## src/design/lsec_pkg.sv

```systemverilog
// package: register map, field positions and reset values of the link status block
package lsec_pkg;
	localparam int LSEC_DW = 16;
	localparam int LSEC_AW = 5;
	localparam int LSEC_LANES = 8;
	localparam int LSEC_LSEL_W = 3;
	// register addresses
	localparam logic [4:0] LSEC_ADDR_LANE_CFG = 5'h06;
	localparam logic [4:0] LSEC_ADDR_CH_STATUS = 5'h0F;
	localparam logic [4:0] LSEC_ADDR_FAST_ERR = 5'h10;
	localparam logic [4:0] LSEC_ADDR_SLOW_ERR = 5'h11;
	localparam logic [4:0] LSEC_ADDR_SLOW_STATUS = 5'h13;
	// field positions
	localparam int LSEC_LSEL_LSB = 12;
	localparam int LSEC_LSEL_MSB = 14;
	localparam int LSEC_CH_PLL_LOCK_BIT = 0;
	localparam int LSEC_SS_PATTERN_OK_BIT = 15;
	localparam int LSEC_SS_LOS_LIVE_BIT = 14;
	localparam int LSEC_SS_BAD_CODE_BIT = 11;
	localparam int LSEC_SS_SIG_LOST_BIT = 10;
	localparam int LSEC_SS_LOS_LATCH_BIT = 9;
	localparam int LSEC_SS_SYNC_OK_BIT = 8;
	localparam int LSEC_SS_TX_EMPTY_BIT = 3;
	localparam int LSEC_SS_TX_FULL_BIT = 2;
	localparam int LSEC_SS_RX_EMPTY_BIT = 1;
	localparam int LSEC_SS_RX_FULL_BIT = 0;
	// reset, clear and saturation values
	localparam logic [15:0] LSEC_CNT_RST = 16'hFFFD;
	localparam logic [15:0] LSEC_CNT_CLR = 16'h0000;
	localparam logic [15:0] LSEC_CNT_MAX = 16'hFFFF;
	localparam logic [2:0] LSEC_LSEL_RST = 3'h0;
	// fast counter source selection
	typedef enum logic [1:0] {
		LSEC_SRC_FUNC,
		LSEC_SRC_PATTERN,
		LSEC_SRC_PRBS
	} lsec_src_t;
endpackage

```

## src/design/lsec_cor_counter.sv

```systemverilog
// module: 16-bit clear-on-read error counter with frozen default until first read
module lsec_cor_counter
	import lsec_pkg::*;
#(
	parameter int W = 16,
	parameter logic [W-1:0] RST_VAL = LSEC_CNT_RST
) (
	input wire logic i_clk_sys,
	input wire logic i_rst_n,
	input wire logic i_inc,
	input wire logic i_rd_clr,
	output logic [W-1:0] o_count
);
	logic [W-1:0] count_q;
	logic armed_q;

	// default value stays until the first read arms the counter
	always_ff @(posedge i_clk_sys or negedge i_rst_n) begin
		if (!i_rst_n) begin
			armed_q <= 1'b0;
		end else if (i_rd_clr) begin
			armed_q <= 1'b1;
		end
	end

	// read clears; an error in the read cycle is kept as a count of one
	always_ff @(posedge i_clk_sys or negedge i_rst_n) begin
		if (!i_rst_n) begin
			count_q <= RST_VAL;
		end else if (i_rd_clr) begin
			count_q <= {{(W-1){1'b0}}, i_inc};
		end else if (armed_q && i_inc && (count_q != {W{1'b1}})) begin
			count_q <= count_q + {{(W-1){1'b0}}, 1'b1}; // saturates at all ones
		end
	end

	assign o_count = count_q;
endmodule

```

## src/design/lsec_top.sv

```systemverilog
// module: channel status, lane status and clear-on-read error counters
module lsec_top
	import lsec_pkg::*;
#(
	parameter int LANES = LSEC_LANES
) (
	input wire logic i_clk_sys,
	input wire logic i_rst_n,
	input wire logic i_mgmt_rd,
	input wire logic i_mgmt_wr,
	input wire logic [LSEC_AW-1:0] i_mgmt_addr,
	input wire logic [LSEC_DW-1:0] i_mgmt_wdata,
	output logic [LSEC_DW-1:0] o_mgmt_rdata,
	output logic o_mgmt_rvalid,
	output logic [LSEC_LSEL_W-1:0] o_slow_lane_selector,
	input wire logic i_fast_side_pll_locked,
	input wire logic i_pseudo_random_check_pin,
	input wire logic i_fast_pattern_mode,
	input wire logic i_fast_code_err,
	input wire logic i_fast_pattern_err,
	input wire logic i_fast_prbs_err,
	input wire logic i_slow_pattern_mode,
	input wire logic [LANES-1:0] i_slow_code_err,
	input wire logic [LANES-1:0] i_slow_pattern_err,
	input wire logic [LANES-1:0] i_slow_pattern_ok,
	input wire logic [LANES-1:0] i_slow_los_pattern_live,
	input wire logic [LANES-1:0] i_slow_signal_lost,
	input wire logic [LANES-1:0] i_slow_sync_ok,
	input wire logic [LANES-1:0] i_slow_tx_fifo_empty_err,
	input wire logic [LANES-1:0] i_slow_tx_fifo_full_err,
	input wire logic [LANES-1:0] i_slow_rx_fifo_empty_err,
	input wire logic [LANES-1:0] i_slow_rx_fifo_full_err
);
	// width of the synchroniser bank: two channel levels plus four per lane
	localparam int SW = 2 + 4 * LANES;

	////////////////////////////////////////////////////////////////////////////
	// pin synchronisers

	logic [SW-1:0] sync1_q;
	logic [SW-1:0] sync2_q;
	logic pll_locked_s;
	logic prbs_pin_s;
	logic [LANES-1:0] pattern_ok_s;
	logic [LANES-1:0] los_live_s;
	logic [LANES-1:0] sig_lost_s;
	logic [LANES-1:0] sync_ok_s;

	// two flops on the pll lock, prbs pin and four lane status levels; mode pins and error inputs are used unsynchronised
	always_ff @(posedge i_clk_sys or negedge i_rst_n) begin
		if (!i_rst_n) begin
			sync1_q <= '0;
			sync2_q <= '0;
		end else begin
			sync1_q <= {i_fast_side_pll_locked, i_pseudo_random_check_pin, i_slow_pattern_ok,
				i_slow_los_pattern_live, i_slow_signal_lost, i_slow_sync_ok};
			sync2_q <= sync1_q;
		end
	end

	// unpack the second stage; nothing reads the first stage directly
	assign {pll_locked_s, prbs_pin_s, pattern_ok_s, los_live_s, sig_lost_s, sync_ok_s} = sync2_q;

	////////////////////////////////////////////////////////////////////////////
	// management access decode

	logic [LSEC_LSEL_W-1:0] lane_sel_q;
	logic rd_ch_status;
	logic rd_fast_err;
	logic rd_slow_err;
	logic rd_slow_status;

	// one access strobe aimed at one register
	function automatic logic hit(input logic strobe, input logic [LSEC_AW-1:0] addr,
		input logic [LSEC_AW-1:0] target);
		hit = strobe && (addr == target);
	endfunction

	// read strobes per register, each carries a side effect
	assign rd_ch_status = hit(i_mgmt_rd, i_mgmt_addr, LSEC_ADDR_CH_STATUS);
	assign rd_fast_err = hit(i_mgmt_rd, i_mgmt_addr, LSEC_ADDR_FAST_ERR);
	assign rd_slow_err = hit(i_mgmt_rd, i_mgmt_addr, LSEC_ADDR_SLOW_ERR);
	assign rd_slow_status = hit(i_mgmt_rd, i_mgmt_addr, LSEC_ADDR_SLOW_STATUS);

	// lane selector field of the lane configuration register
	always_ff @(posedge i_clk_sys or negedge i_rst_n) begin
		if (!i_rst_n) begin
			lane_sel_q <= LSEC_LSEL_RST;
		end else if (hit(i_mgmt_wr, i_mgmt_addr, LSEC_ADDR_LANE_CFG)) begin
			lane_sel_q <= i_mgmt_wdata[LSEC_LSEL_MSB:LSEC_LSEL_LSB];
		end
	end

	// selector leaves straight from its flop
	assign o_slow_lane_selector = lane_sel_q;

	////////////////////////////////////////////////////////////////////////////
	// latch helpers

	// latched high: hold any event until read, then take the present state
	function automatic logic latch_high(input logic q, input logic cond, input logic clr);
		latch_high = clr ? cond : (q | cond);
	endfunction

	// latched low: hold any drop until read, then take the present state
	function automatic logic latch_low(input logic q, input logic cond, input logic clr);
		latch_low = clr ? cond : (q & cond);
	endfunction

	////////////////////////////////////////////////////////////////////////////
	// channel status word

	logic pll_lock_q;

	// lost lock stays visible until software reads the word
	always_ff @(posedge i_clk_sys or negedge i_rst_n) begin
		if (!i_rst_n) begin
			pll_lock_q <= 1'b0;
		end else begin
			pll_lock_q <= latch_low(pll_lock_q, pll_locked_s, rd_ch_status);
		end
	end

	////////////////////////////////////////////////////////////////////////////
	// per-lane latched flags

	logic [LANES-1:0] lane_clr;
	logic [LANES-1:0] bad_code_q;
	logic [LANES-1:0] sig_lost_q;
	logic [LANES-1:0] los_latch_q;
	logic [LANES-1:0] sync_ok_q;
	logic [LANES-1:0] tx_empty_q;
	logic [LANES-1:0] tx_full_q;
	logic [LANES-1:0] rx_empty_q;
	logic [LANES-1:0] rx_full_q;

	// a status read clears only the lane it shows
	always_comb begin
		lane_clr = '0;
		lane_clr[lane_sel_q] = rd_slow_status;
	end

	// every lane keeps its own flags so switching lanes loses nothing
	always_ff @(posedge i_clk_sys or negedge i_rst_n) begin
		if (!i_rst_n) begin
			bad_code_q <= '0;
			sig_lost_q <= '0;
			los_latch_q <= '0;
			sync_ok_q <= '0;
			tx_empty_q <= '0;
			tx_full_q <= '0;
			rx_empty_q <= '0;
			rx_full_q <= '0;
		end else begin
			for (int i = 0; i < LANES; i++) begin
				bad_code_q[i] <= latch_high(bad_code_q[i], i_slow_code_err[i], lane_clr[i]);
				sig_lost_q[i] <= latch_high(sig_lost_q[i], sig_lost_s[i], lane_clr[i]);
				los_latch_q[i] <= latch_high(los_latch_q[i], los_live_s[i], lane_clr[i]);
				sync_ok_q[i] <= latch_low(sync_ok_q[i], sync_ok_s[i], lane_clr[i]);
				tx_empty_q[i] <= latch_high(tx_empty_q[i], i_slow_tx_fifo_empty_err[i],
					lane_clr[i]);
				tx_full_q[i] <= latch_high(tx_full_q[i], i_slow_tx_fifo_full_err[i],
					lane_clr[i]);
				rx_empty_q[i] <= latch_high(rx_empty_q[i], i_slow_rx_fifo_empty_err[i],
					lane_clr[i]);
				rx_full_q[i] <= latch_high(rx_full_q[i], i_slow_rx_fifo_full_err[i],
					lane_clr[i]);
			end
		end
	end

	////////////////////////////////////////////////////////////////////////////
	// error counters

	lsec_src_t fast_src;
	logic fast_inc;
	logic [LSEC_DW-1:0] fast_count;
	logic [LANES-1:0] slow_inc;
	logic [LANES-1:0] slow_clr;
	logic [LSEC_DW-1:0] slow_count [LANES];

	// pin-driven prbs check wins over the pattern verifier
	always_comb begin
		if (prbs_pin_s) begin
			fast_src = LSEC_SRC_PRBS;
		end else if (i_fast_pattern_mode) begin
			fast_src = LSEC_SRC_PATTERN;
		end else begin
			fast_src = LSEC_SRC_FUNC;
		end
	end

	// error source feeding the fast counter
	always_comb begin
		case (fast_src)
			LSEC_SRC_PRBS: fast_inc = i_fast_prbs_err;
			LSEC_SRC_PATTERN: fast_inc = i_fast_pattern_err;
			LSEC_SRC_FUNC: fast_inc = i_fast_code_err;
			default: fast_inc = 1'b0;
		endcase
	end

	lsec_cor_counter #(
		.W(LSEC_DW),
		.RST_VAL(LSEC_CNT_RST)
	) u_fast_cnt (
		.i_clk_sys(i_clk_sys),
		.i_rst_n(i_rst_n),
		.i_inc(fast_inc),
		.i_rd_clr(rd_fast_err),
		.o_count(fast_count)
	);

	// per-lane sources and clear of the selected lane only
	always_comb begin
		slow_clr = '0;
		slow_clr[lane_sel_q] = rd_slow_err;
		slow_inc = i_slow_pattern_mode ? i_slow_pattern_err : i_slow_code_err;
	end

	for (genvar g = 0; g < LANES; g++) begin : g_lane_cnt
		lsec_cor_counter #(
			.W(LSEC_DW),
			.RST_VAL(LSEC_CNT_RST)
		) u_slow_cnt (
			.i_clk_sys(i_clk_sys),
			.i_rst_n(i_rst_n),
			.i_inc(slow_inc[g]),
			.i_rd_clr(slow_clr[g]),
			.o_count(slow_count[g])
		);
	end

	////////////////////////////////////////////////////////////////////////////
	// read data

	logic [LSEC_DW-1:0] slow_status;
	logic [LSEC_DW-1:0] rdata_d;

	// selected lane's status word, reserved bits zero
	always_comb begin
		slow_status = '0;
		slow_status[LSEC_SS_PATTERN_OK_BIT] = pattern_ok_s[lane_sel_q];
		slow_status[LSEC_SS_LOS_LIVE_BIT] = los_live_s[lane_sel_q];
		slow_status[LSEC_SS_BAD_CODE_BIT] = bad_code_q[lane_sel_q];
		slow_status[LSEC_SS_SIG_LOST_BIT] = sig_lost_q[lane_sel_q];
		slow_status[LSEC_SS_LOS_LATCH_BIT] = los_latch_q[lane_sel_q];
		slow_status[LSEC_SS_SYNC_OK_BIT] = sync_ok_q[lane_sel_q];
		slow_status[LSEC_SS_TX_EMPTY_BIT] = tx_empty_q[lane_sel_q];
		slow_status[LSEC_SS_TX_FULL_BIT] = tx_full_q[lane_sel_q];
		slow_status[LSEC_SS_RX_EMPTY_BIT] = rx_empty_q[lane_sel_q];
		slow_status[LSEC_SS_RX_FULL_BIT] = rx_full_q[lane_sel_q];
	end

	// address mux; unmapped addresses read zero
	always_comb begin
		rdata_d = '0;
		case (i_mgmt_addr)
			LSEC_ADDR_LANE_CFG: rdata_d[LSEC_LSEL_MSB:LSEC_LSEL_LSB] = lane_sel_q;
			LSEC_ADDR_CH_STATUS: rdata_d[LSEC_CH_PLL_LOCK_BIT] = pll_lock_q;
			LSEC_ADDR_FAST_ERR: rdata_d = fast_count;
			LSEC_ADDR_SLOW_ERR: rdata_d = slow_count[lane_sel_q];
			LSEC_ADDR_SLOW_STATUS: rdata_d = slow_status;
			default: rdata_d = '0;
		endcase
	end

	// answer strobe one cycle after the read strobe
	always_ff @(posedge i_clk_sys or negedge i_rst_n) begin
		if (!i_rst_n) begin
			o_mgmt_rvalid <= 1'b0;
		end else begin
			o_mgmt_rvalid <= i_mgmt_rd;
		end
	end

	// read data keeps the value before the clear and holds until the next read
	always_ff @(posedge i_clk_sys or negedge i_rst_n) begin
		if (!i_rst_n) begin
			o_mgmt_rdata <= '0;
		end else if (i_mgmt_rd) begin
			o_mgmt_rdata <= rdata_d;
		end
	end
endmodule

```

## config.mk

```make
export PLATFORM = sky130hd
export DESIGN_NAME = lsec_top
export DESIGN_NICKNAME = d
export VERILOG_FILES = /design/src/design/lsec_pkg.sv /design/src/design/lsec_cor_counter.sv /design/src/design/lsec_top.sv
export SDC_FILE = /design/constraint.sdc
export NUM_CORES = 1
export LEC_CHECK = 0
export BUFFER_PORTS_ARGS = -buffer_cell sky130_fd_sc_hd__buf_2
export CORE_ASPECT_RATIO = 1.1
export CORE_MARGIN = 1
export CORE_UTILIZATION = 50
export DETAILED_ROUTE_END_ITERATION = 6
export GPL_TIMING_DRIVEN = 0
export HOLD_SLACK_MARGIN = 0.1
export PLACE_DENSITY = 0.81
export SKIP_LAST_GASP = 1
export SYNTH_ARGS = -nofsm -noshare
export SYNTH_HDL_FRONTEND = slang
export SYNTH_SLANG_ARGS = --single-unit
```

## constraint.sdc

```tcl
create_clock -name i_clk_sys -period 2.13 [get_ports i_clk_sys]
set_clock_uncertainty 0.15 [all_clocks]
set_input_delay 0.213 -clock i_clk_sys [delete_from_list [all_inputs] [get_ports i_clk_sys]]
set_output_delay 0.213 -clock i_clk_sys [all_outputs]
set_load 0.005 [all_outputs]
```

; ---- Word-level counts from Yosys, hierarchy flattened
; Cells that the tools add are included.
; W data, S select, Z words.
[op_classes]
bitwise = 68
n_div = 0
shifts = 0
order_cmp = 3
n_eq_ne = 16
n_mux = 116
add_sub_neg = 9
reduce_logical = 34
mul = 0
[op_table]
columns = cell, count
row1 = $mux W16, 20
row2 = $add A16 B1 Y16 const B, 9
row3 = $ne A16 B16 Y1 const B, 9
row4 = $mux W1, 77
row5 = $or A1 B1 Y1, 56
row6 = $bmux W16 S3, 1
row7 = $pmux W11 S3, 1
row8 = $bmux W1 S3, 10
row9 = $logic_and A1 B1 Y1, 24
row10 = $reduce_bool A2 Y1, 9
row11 = $and A8 B8 Y8, 2
row12 = $eq A5 B5 Y1 const B, 3
row13 = $pmux W3 S4, 1
row14 = $and A1 B1 Y1, 9
row15 = $mux W8, 1
row16 = $pmux W1 S3, 2
row17 = $eq A5 B3 Y1 const B, 1
row18 = $eq A5 B4 Y1 const B, 1
row19 = $ge A4 B4 Y1 const B, 1
row20 = $lt A3 B4 Y1 const B, 1
row21 = $not A3 Y4, 1
row22 = $pmux W1 S4, 1
row23 = $demux W1 S3, 1
row24 = $ge A3 B1 Y1 const B, 1
row25 = other kinds (4), 4
[word_totals]
memories = 0
latch_bits = 0
ram_bits = 0
romBits = 0
wordCells = 278
regBits = 306

; ---- Depth between registers and ports, before layout
[depth]
depth_word = 8
mapped_depth = 8

; ---- Modules after synthesis
; Synthesis repeated with hierarchy kept, for this count alone.
[unflattened]
hier_cells = 1451
area_unflattened_um2 = 15397.3
[modules_own_cells]
columns = mod, area_per_inst_um2, seq_area_each_um2, cells_per_inst, n_inst
row1 = lsec_cor_counter, 964.7, 444.2, 102, 9
row2 = lsec_top, 6715.2, 3828.7, 533, 1

; ---- Least setup slack after synthesis
; OpenSTA, ideal clock, no wires.
[synth_timing]
path_type = register to register
start = reg g_lane_cnt[7].u_slow_cnt.count_q[0]
end = reg g_lane_cnt[7].u_slow_cnt.count_q[1]
path_stages_with_launch = 7
path_buffers = 0
synth_period_minus_slack_ps = 2046
arrival_ps = 1761
setup_slack_ps = 84
path_cell_list = dfstp_2 ha_1 nand4_1 or3_1 o21ai_2 mux2i_1 nor2_1
[synth_via]
elab_chain_len = 3
[synth_lines]
columns = item, line
row1 = start: declaration, lsec_cor_counter.sv:14  ; logic [W-1:0] count_q;
row2 = start signal: assignment, lsec_cor_counter.sv:31  ; count_q <= {{(W-1){1'b0}}, i_inc};
row3 = start signal: assignment, lsec_cor_counter.sv:33  ; count_q <= count_q + {{(W-1){1'b0}}, 1'b1};
row4 = $add A16 B1 Y16 / $ne A16 B16 Y1 (equally long branches), "lsec_cor_counter.sv:33, lsec_cor_counter.sv:32"
row5 = $mux W16 / $logic_and A1 B1 Y1 (equally long branches), lsec_cor_counter.sv:32  ; end else if (armed_q && i_inc && (count_q != {W{1'b1}})) begin
row6 = $mux W16 / $reduce_bool A2 Y1 (equally long branches), -
; Several ways; a longest one is shown, not always the timed one. The select of a mux whose other input is x is not followed.
; A chain may end at the register's enable or synchronous reset.

; ---- Worst setup path in the final report
[layout_timing]
start = reg lane_sel_q[2] (netlist: o_slow_lane_selector[2])
end = reg o_mgmt_rdata[2]
[layout_via]
elab_chain_len = 5
[layout_lines]
columns = item, line
row1 = start: declaration, lsec_top.sv:67  ; logic [LSEC_LSEL_W-1:0] lane_sel_q;
row2 = start signal: assignment, lsec_top.sv:90  ; lane_sel_q <= i_mgmt_wdata[LSEC_LSEL_MSB:LSEC_LSEL_LSB];
row3 = $not A3 Y4 (not written as such), lsec_top.sv:262  ; LSEC_ADDR_SLOW_ERR: rdata_d = slow_count[lane_sel_q];
row4 = $bmux W16 S3, lsec_top.sv:262
row5 = $mux W16 (not written as such) (2 in series), lsec_top.sv:262
row6 = $pmux W11 S3 *, lsec_top.sv:258  ; case (i_mgmt_addr)
row7 = end signal: assignment, lsec_top.sv:282  ; o_mgmt_rdata <= rdata_d;
row8 = end: declaration, lsec_top.sv:13  ; output logic [LSEC_DW-1:0] o_mgmt_rdata,
; Every way passes the cells marked *; elsewhere a longest branch is shown, timed or not. The select of a mux whose other input is x is not followed.

==> out/qor.txt <==
die area - 30900 um2
Max transition margin - 46.2%
top cell type's share of synthesized area - 28.3%
All-Layer GR Usage - 32.8%
vias in the first global route - 13300
Max Root-Sink Buffers - 3
GP Congestion - 0.961
root buffer cell - clkbuf_16
post-route setup TNS - -0.247 ns
switching pwr - 0.00481 W
Max Slew Vio Count - 0
IO Pins - 132
Die Wd - 168 um
Synth Instances - 1402
NumNets Final - 1824
global-route wire length before repair - 77.2 mm
Synth Register Bits - 306
status - finished, violations left
pin count of the biggest net entering global routing - 120
yosys warns - 0
initial drt markers - 1780
failing checks - design-rule violations, negative setup slack
Hold Fails Final Rpt - 0
Final setup viols - 13
Leak - 7.57 nW
HP Class - input pin to async pin
share of layout cells above drive strength 1 - 31.8%
Power Internal - 0.0111 W
switching part of the total power - 30.3%
H-Tree Depth - 1
dpl cells - 1895
Synth async-reset ratio - 100%
total core area - 29600 um2
crit path time final - 2.21 ns
Fill cells - 2037
power density over cell area - 817 nW/um2
DR pass1 iterations - 7
CTS tree - yes
final WL - 51.4 mm
Startpoint Class - flip-flop
Worst-Margin Slew - 0.785 ns
Die Y - 184 um
number of max-cap violations - 0
Sequential Power Share - 43.3%
Post-synth EDFFs - 0
number of nets with antenna violations after routing - 0
Netlist cell types - 82
Achievable Freq - 0.452 GHz
GRT Residual Overflow - 0
Cell Area, Synth - 15100 um2
period utilisation layout - 104%
Post-DP HPWL - 32.5 mm
CP Class - flip-flop to flip-flop
Post-Syn Area per Cell - 10.8 um2
Avg WL per Cell - 24.4 um
most instantiated cells after synthesis - dfrtp_1 (171), nor2_1 (145), dfstp_2 (135), nand2_1 (89), xnor2_1 (76)
clock sink count - 306
vias - 13600
crit path capture type - flip-flop
Combinational Power Share - 19.2%
Finished Core Util - 65.6%
Synth area leaders - dfrtp_1 (28%), dfstp_2 (23%), xnor2_1 (4.4%)
initial core utilization - 50.9%
Rows - 66
RSZ-0062 raised after global routing - yes
number of CTS-inserted buffers - 31
Clk Latency, worst-skew pair - 0.59 ns
Crit Path Max Fanout - 10
initial antenna violation count - 1
leading cell type by number of instances after synthesis - dfrtp_1
final routed DRC violation total - 1
Final WS setup - -0.0836 ns
Layout area overhead - 28.8%
vias per inst - 6.44
Clock Power Share - 37.6%
sequential area share after synthesis - 51.8%
post-synth net total - 1523
ys flop type - dfrtp_1
Critical Path AT - 2.52 ns
maximum VDD drop - 767 uV
Non-Filler Instances - 2103
Worst Path Required - 2.44 ns
I/O Buffers - 117
area leader, netlist - dfrtp_1
Worst-path clk slew - 0.07 ns
==> cells in the final DEF, fill, tap and decap left out, types with 10 or more instances in the layout <==
cell and instances:
a21o_1 57, a21oi_1 42, a221oi_1 13, a31oi_1 14, and2_1 11, and3_1 24, and4_1 12, buf_2 133
buf_4 49, clkbuf_16 32, dfrtp_1 171, dfstp_2 135, dlygate4sd3_1 104, inv_1 26, mux2_2 27, mux2i_1 33
mux4_2 12, nand2_1 86, nand2b_1 10, nand3_1 50, nand4_1 39, nor2_1 136, nor2b_1 14, nor3_1 43
nor4_1 17, o211ai_1 18, o21ai_0 30, or2_2 10, xnor2_1 76, xor2_1 25
==> kinds of logic (layout without fill, tap and decap cells) <==
group | after synthesis | count (layout) | synth area share (%)
other cells | 0 | 1 | 0
mux | 83 | 83 | 6.73
buf+inv | 79 | 404 | 2.34
simple gates | 544 | 544 | 19.5
flops | 306 | 306 | 51.8
fa+ha+maj | 9 | 9 | 0.746
compound gates | 279 | 280 | 13.0
xor+xnor | 102 | 102 | 5.91
==> critical path: stages (launching register included) <==
cell and delay [ns]:
dfrtp_1 0.38, buf_6 0.17, buf_6 0.22, mux2_2 0.39, a32oi_1 0.20, o21ai_0 0.16, a21oi_1 0.29, o211ai_1 0.12
==> timing repair <==
item	in CTS	in global routing
gates resized for setup	93	77
pin swaps	9	22
buffers inserted	12	33
endpoints found under the setup margin	220	194
hold buffers	103	1
endpoints found under the hold margin	287	1
gates cloned	1	2
==> registers in the layout (all words and copies together), names as in the netlist, 8 cells and up <==
| signal | cells |
|---|---|
| tx_full_q | 8 |
| sync1_q | 34 |
| sync_ok_q | 8 |
| los_latch_q | 8 |
| g_lane_cnt.u_slow_cnt.o_count | 128 |
| sig_lost_q | 8 |
| tx_empty_q | 8 |
| rx_full_q | 8 |
| o_mgmt_rdata | 16 |
| sync2_q | 34 |
| rx_empty_q | 8 |
| bad_code_q | 8 |
| u_fast_cnt.o_count | 16 |
| g_lane_cnt.u_slow_cnt.armed_q | 8 |
==> power by group through the flow <==
stage	combinational, W	sequential, W	clock, W
floorplan	0.00135	0.00671	0
global placement	0.00213	0.00691	0
detailed placement	0.00219	0.00692	0
CTS	0.00256	0.00684	0.00591
global route	0.00321	0.00690	0.00621
finish	0.00305	0.00688	0.00597
==> worst paths after layout <==
check                                         from                                  end  slack [ns]  cells after the start
max in group asynchronous                  i_rst_n  g_lane_cnt[0].u_slow_cnt.o_count[3]        0.81                      3
min                                        i_rst_n                        bad_code_q[3]        0.07                      2
min in group i_clk_sys           i_slow_sync_ok[0]                           sync1_q[0]        0.11                      2
max reg2reg                o_slow_lane_selector[2]                      o_mgmt_rdata[2]       -0.08                      7
max                        o_slow_lane_selector[2]                      o_mgmt_rdata[2]       -0.08                      7
min reg2reg                            sync1_q[28]                          sync2_q[28]        0.19                      0
==> area by class of cell <==
cell class	count	area, um2	area share, %
multi-input cells	1018	7460	38.4
diodes	1	2.50	0.0129
clock inverters	21	277	1.42
well taps	374	468	2.41
repair buffers	270	2070	10.6
clock buffers	37	828	4.26
inverters	27	105	0.540
plain buffers	49	422	2.17
flip-flops and latches	306	7830	40.2
==> metal layers <==
metal / GRT usage [%] / vias up / routed length [um]
met3: 6.14 / 245 / 4730
met1: 40.4 / 6651 / 19000
li1: - / 5759 / -
met4: 23.0 / 0 / 3620
met5: 0 / - / 0
met2: 52.3 / 895 / 24000
==> through the flow <==
| step | cell area [um2] | hold slack, ns | setup slack (ns) | total power (W) |
|---|---|---|---|---|
| floorplan | 15100 | -0.233 | 0.0841 | 0.00806 |
| global placement | 16200 | 0.171 | -4.70 | 0.00904 |
| detailed placement | 16200 | 0.0747 | -0.800 | 0.00911 |
| CTS | 18800 | 0.106 | -0.00154 | 0.0153 |
| global route | 19500 | 0.134 | -0.0862 | 0.0163 |
| finish | 19500 | 0.0742 | -0.0836 | 0.0159 |
Power figures use the tool's default switching activity.
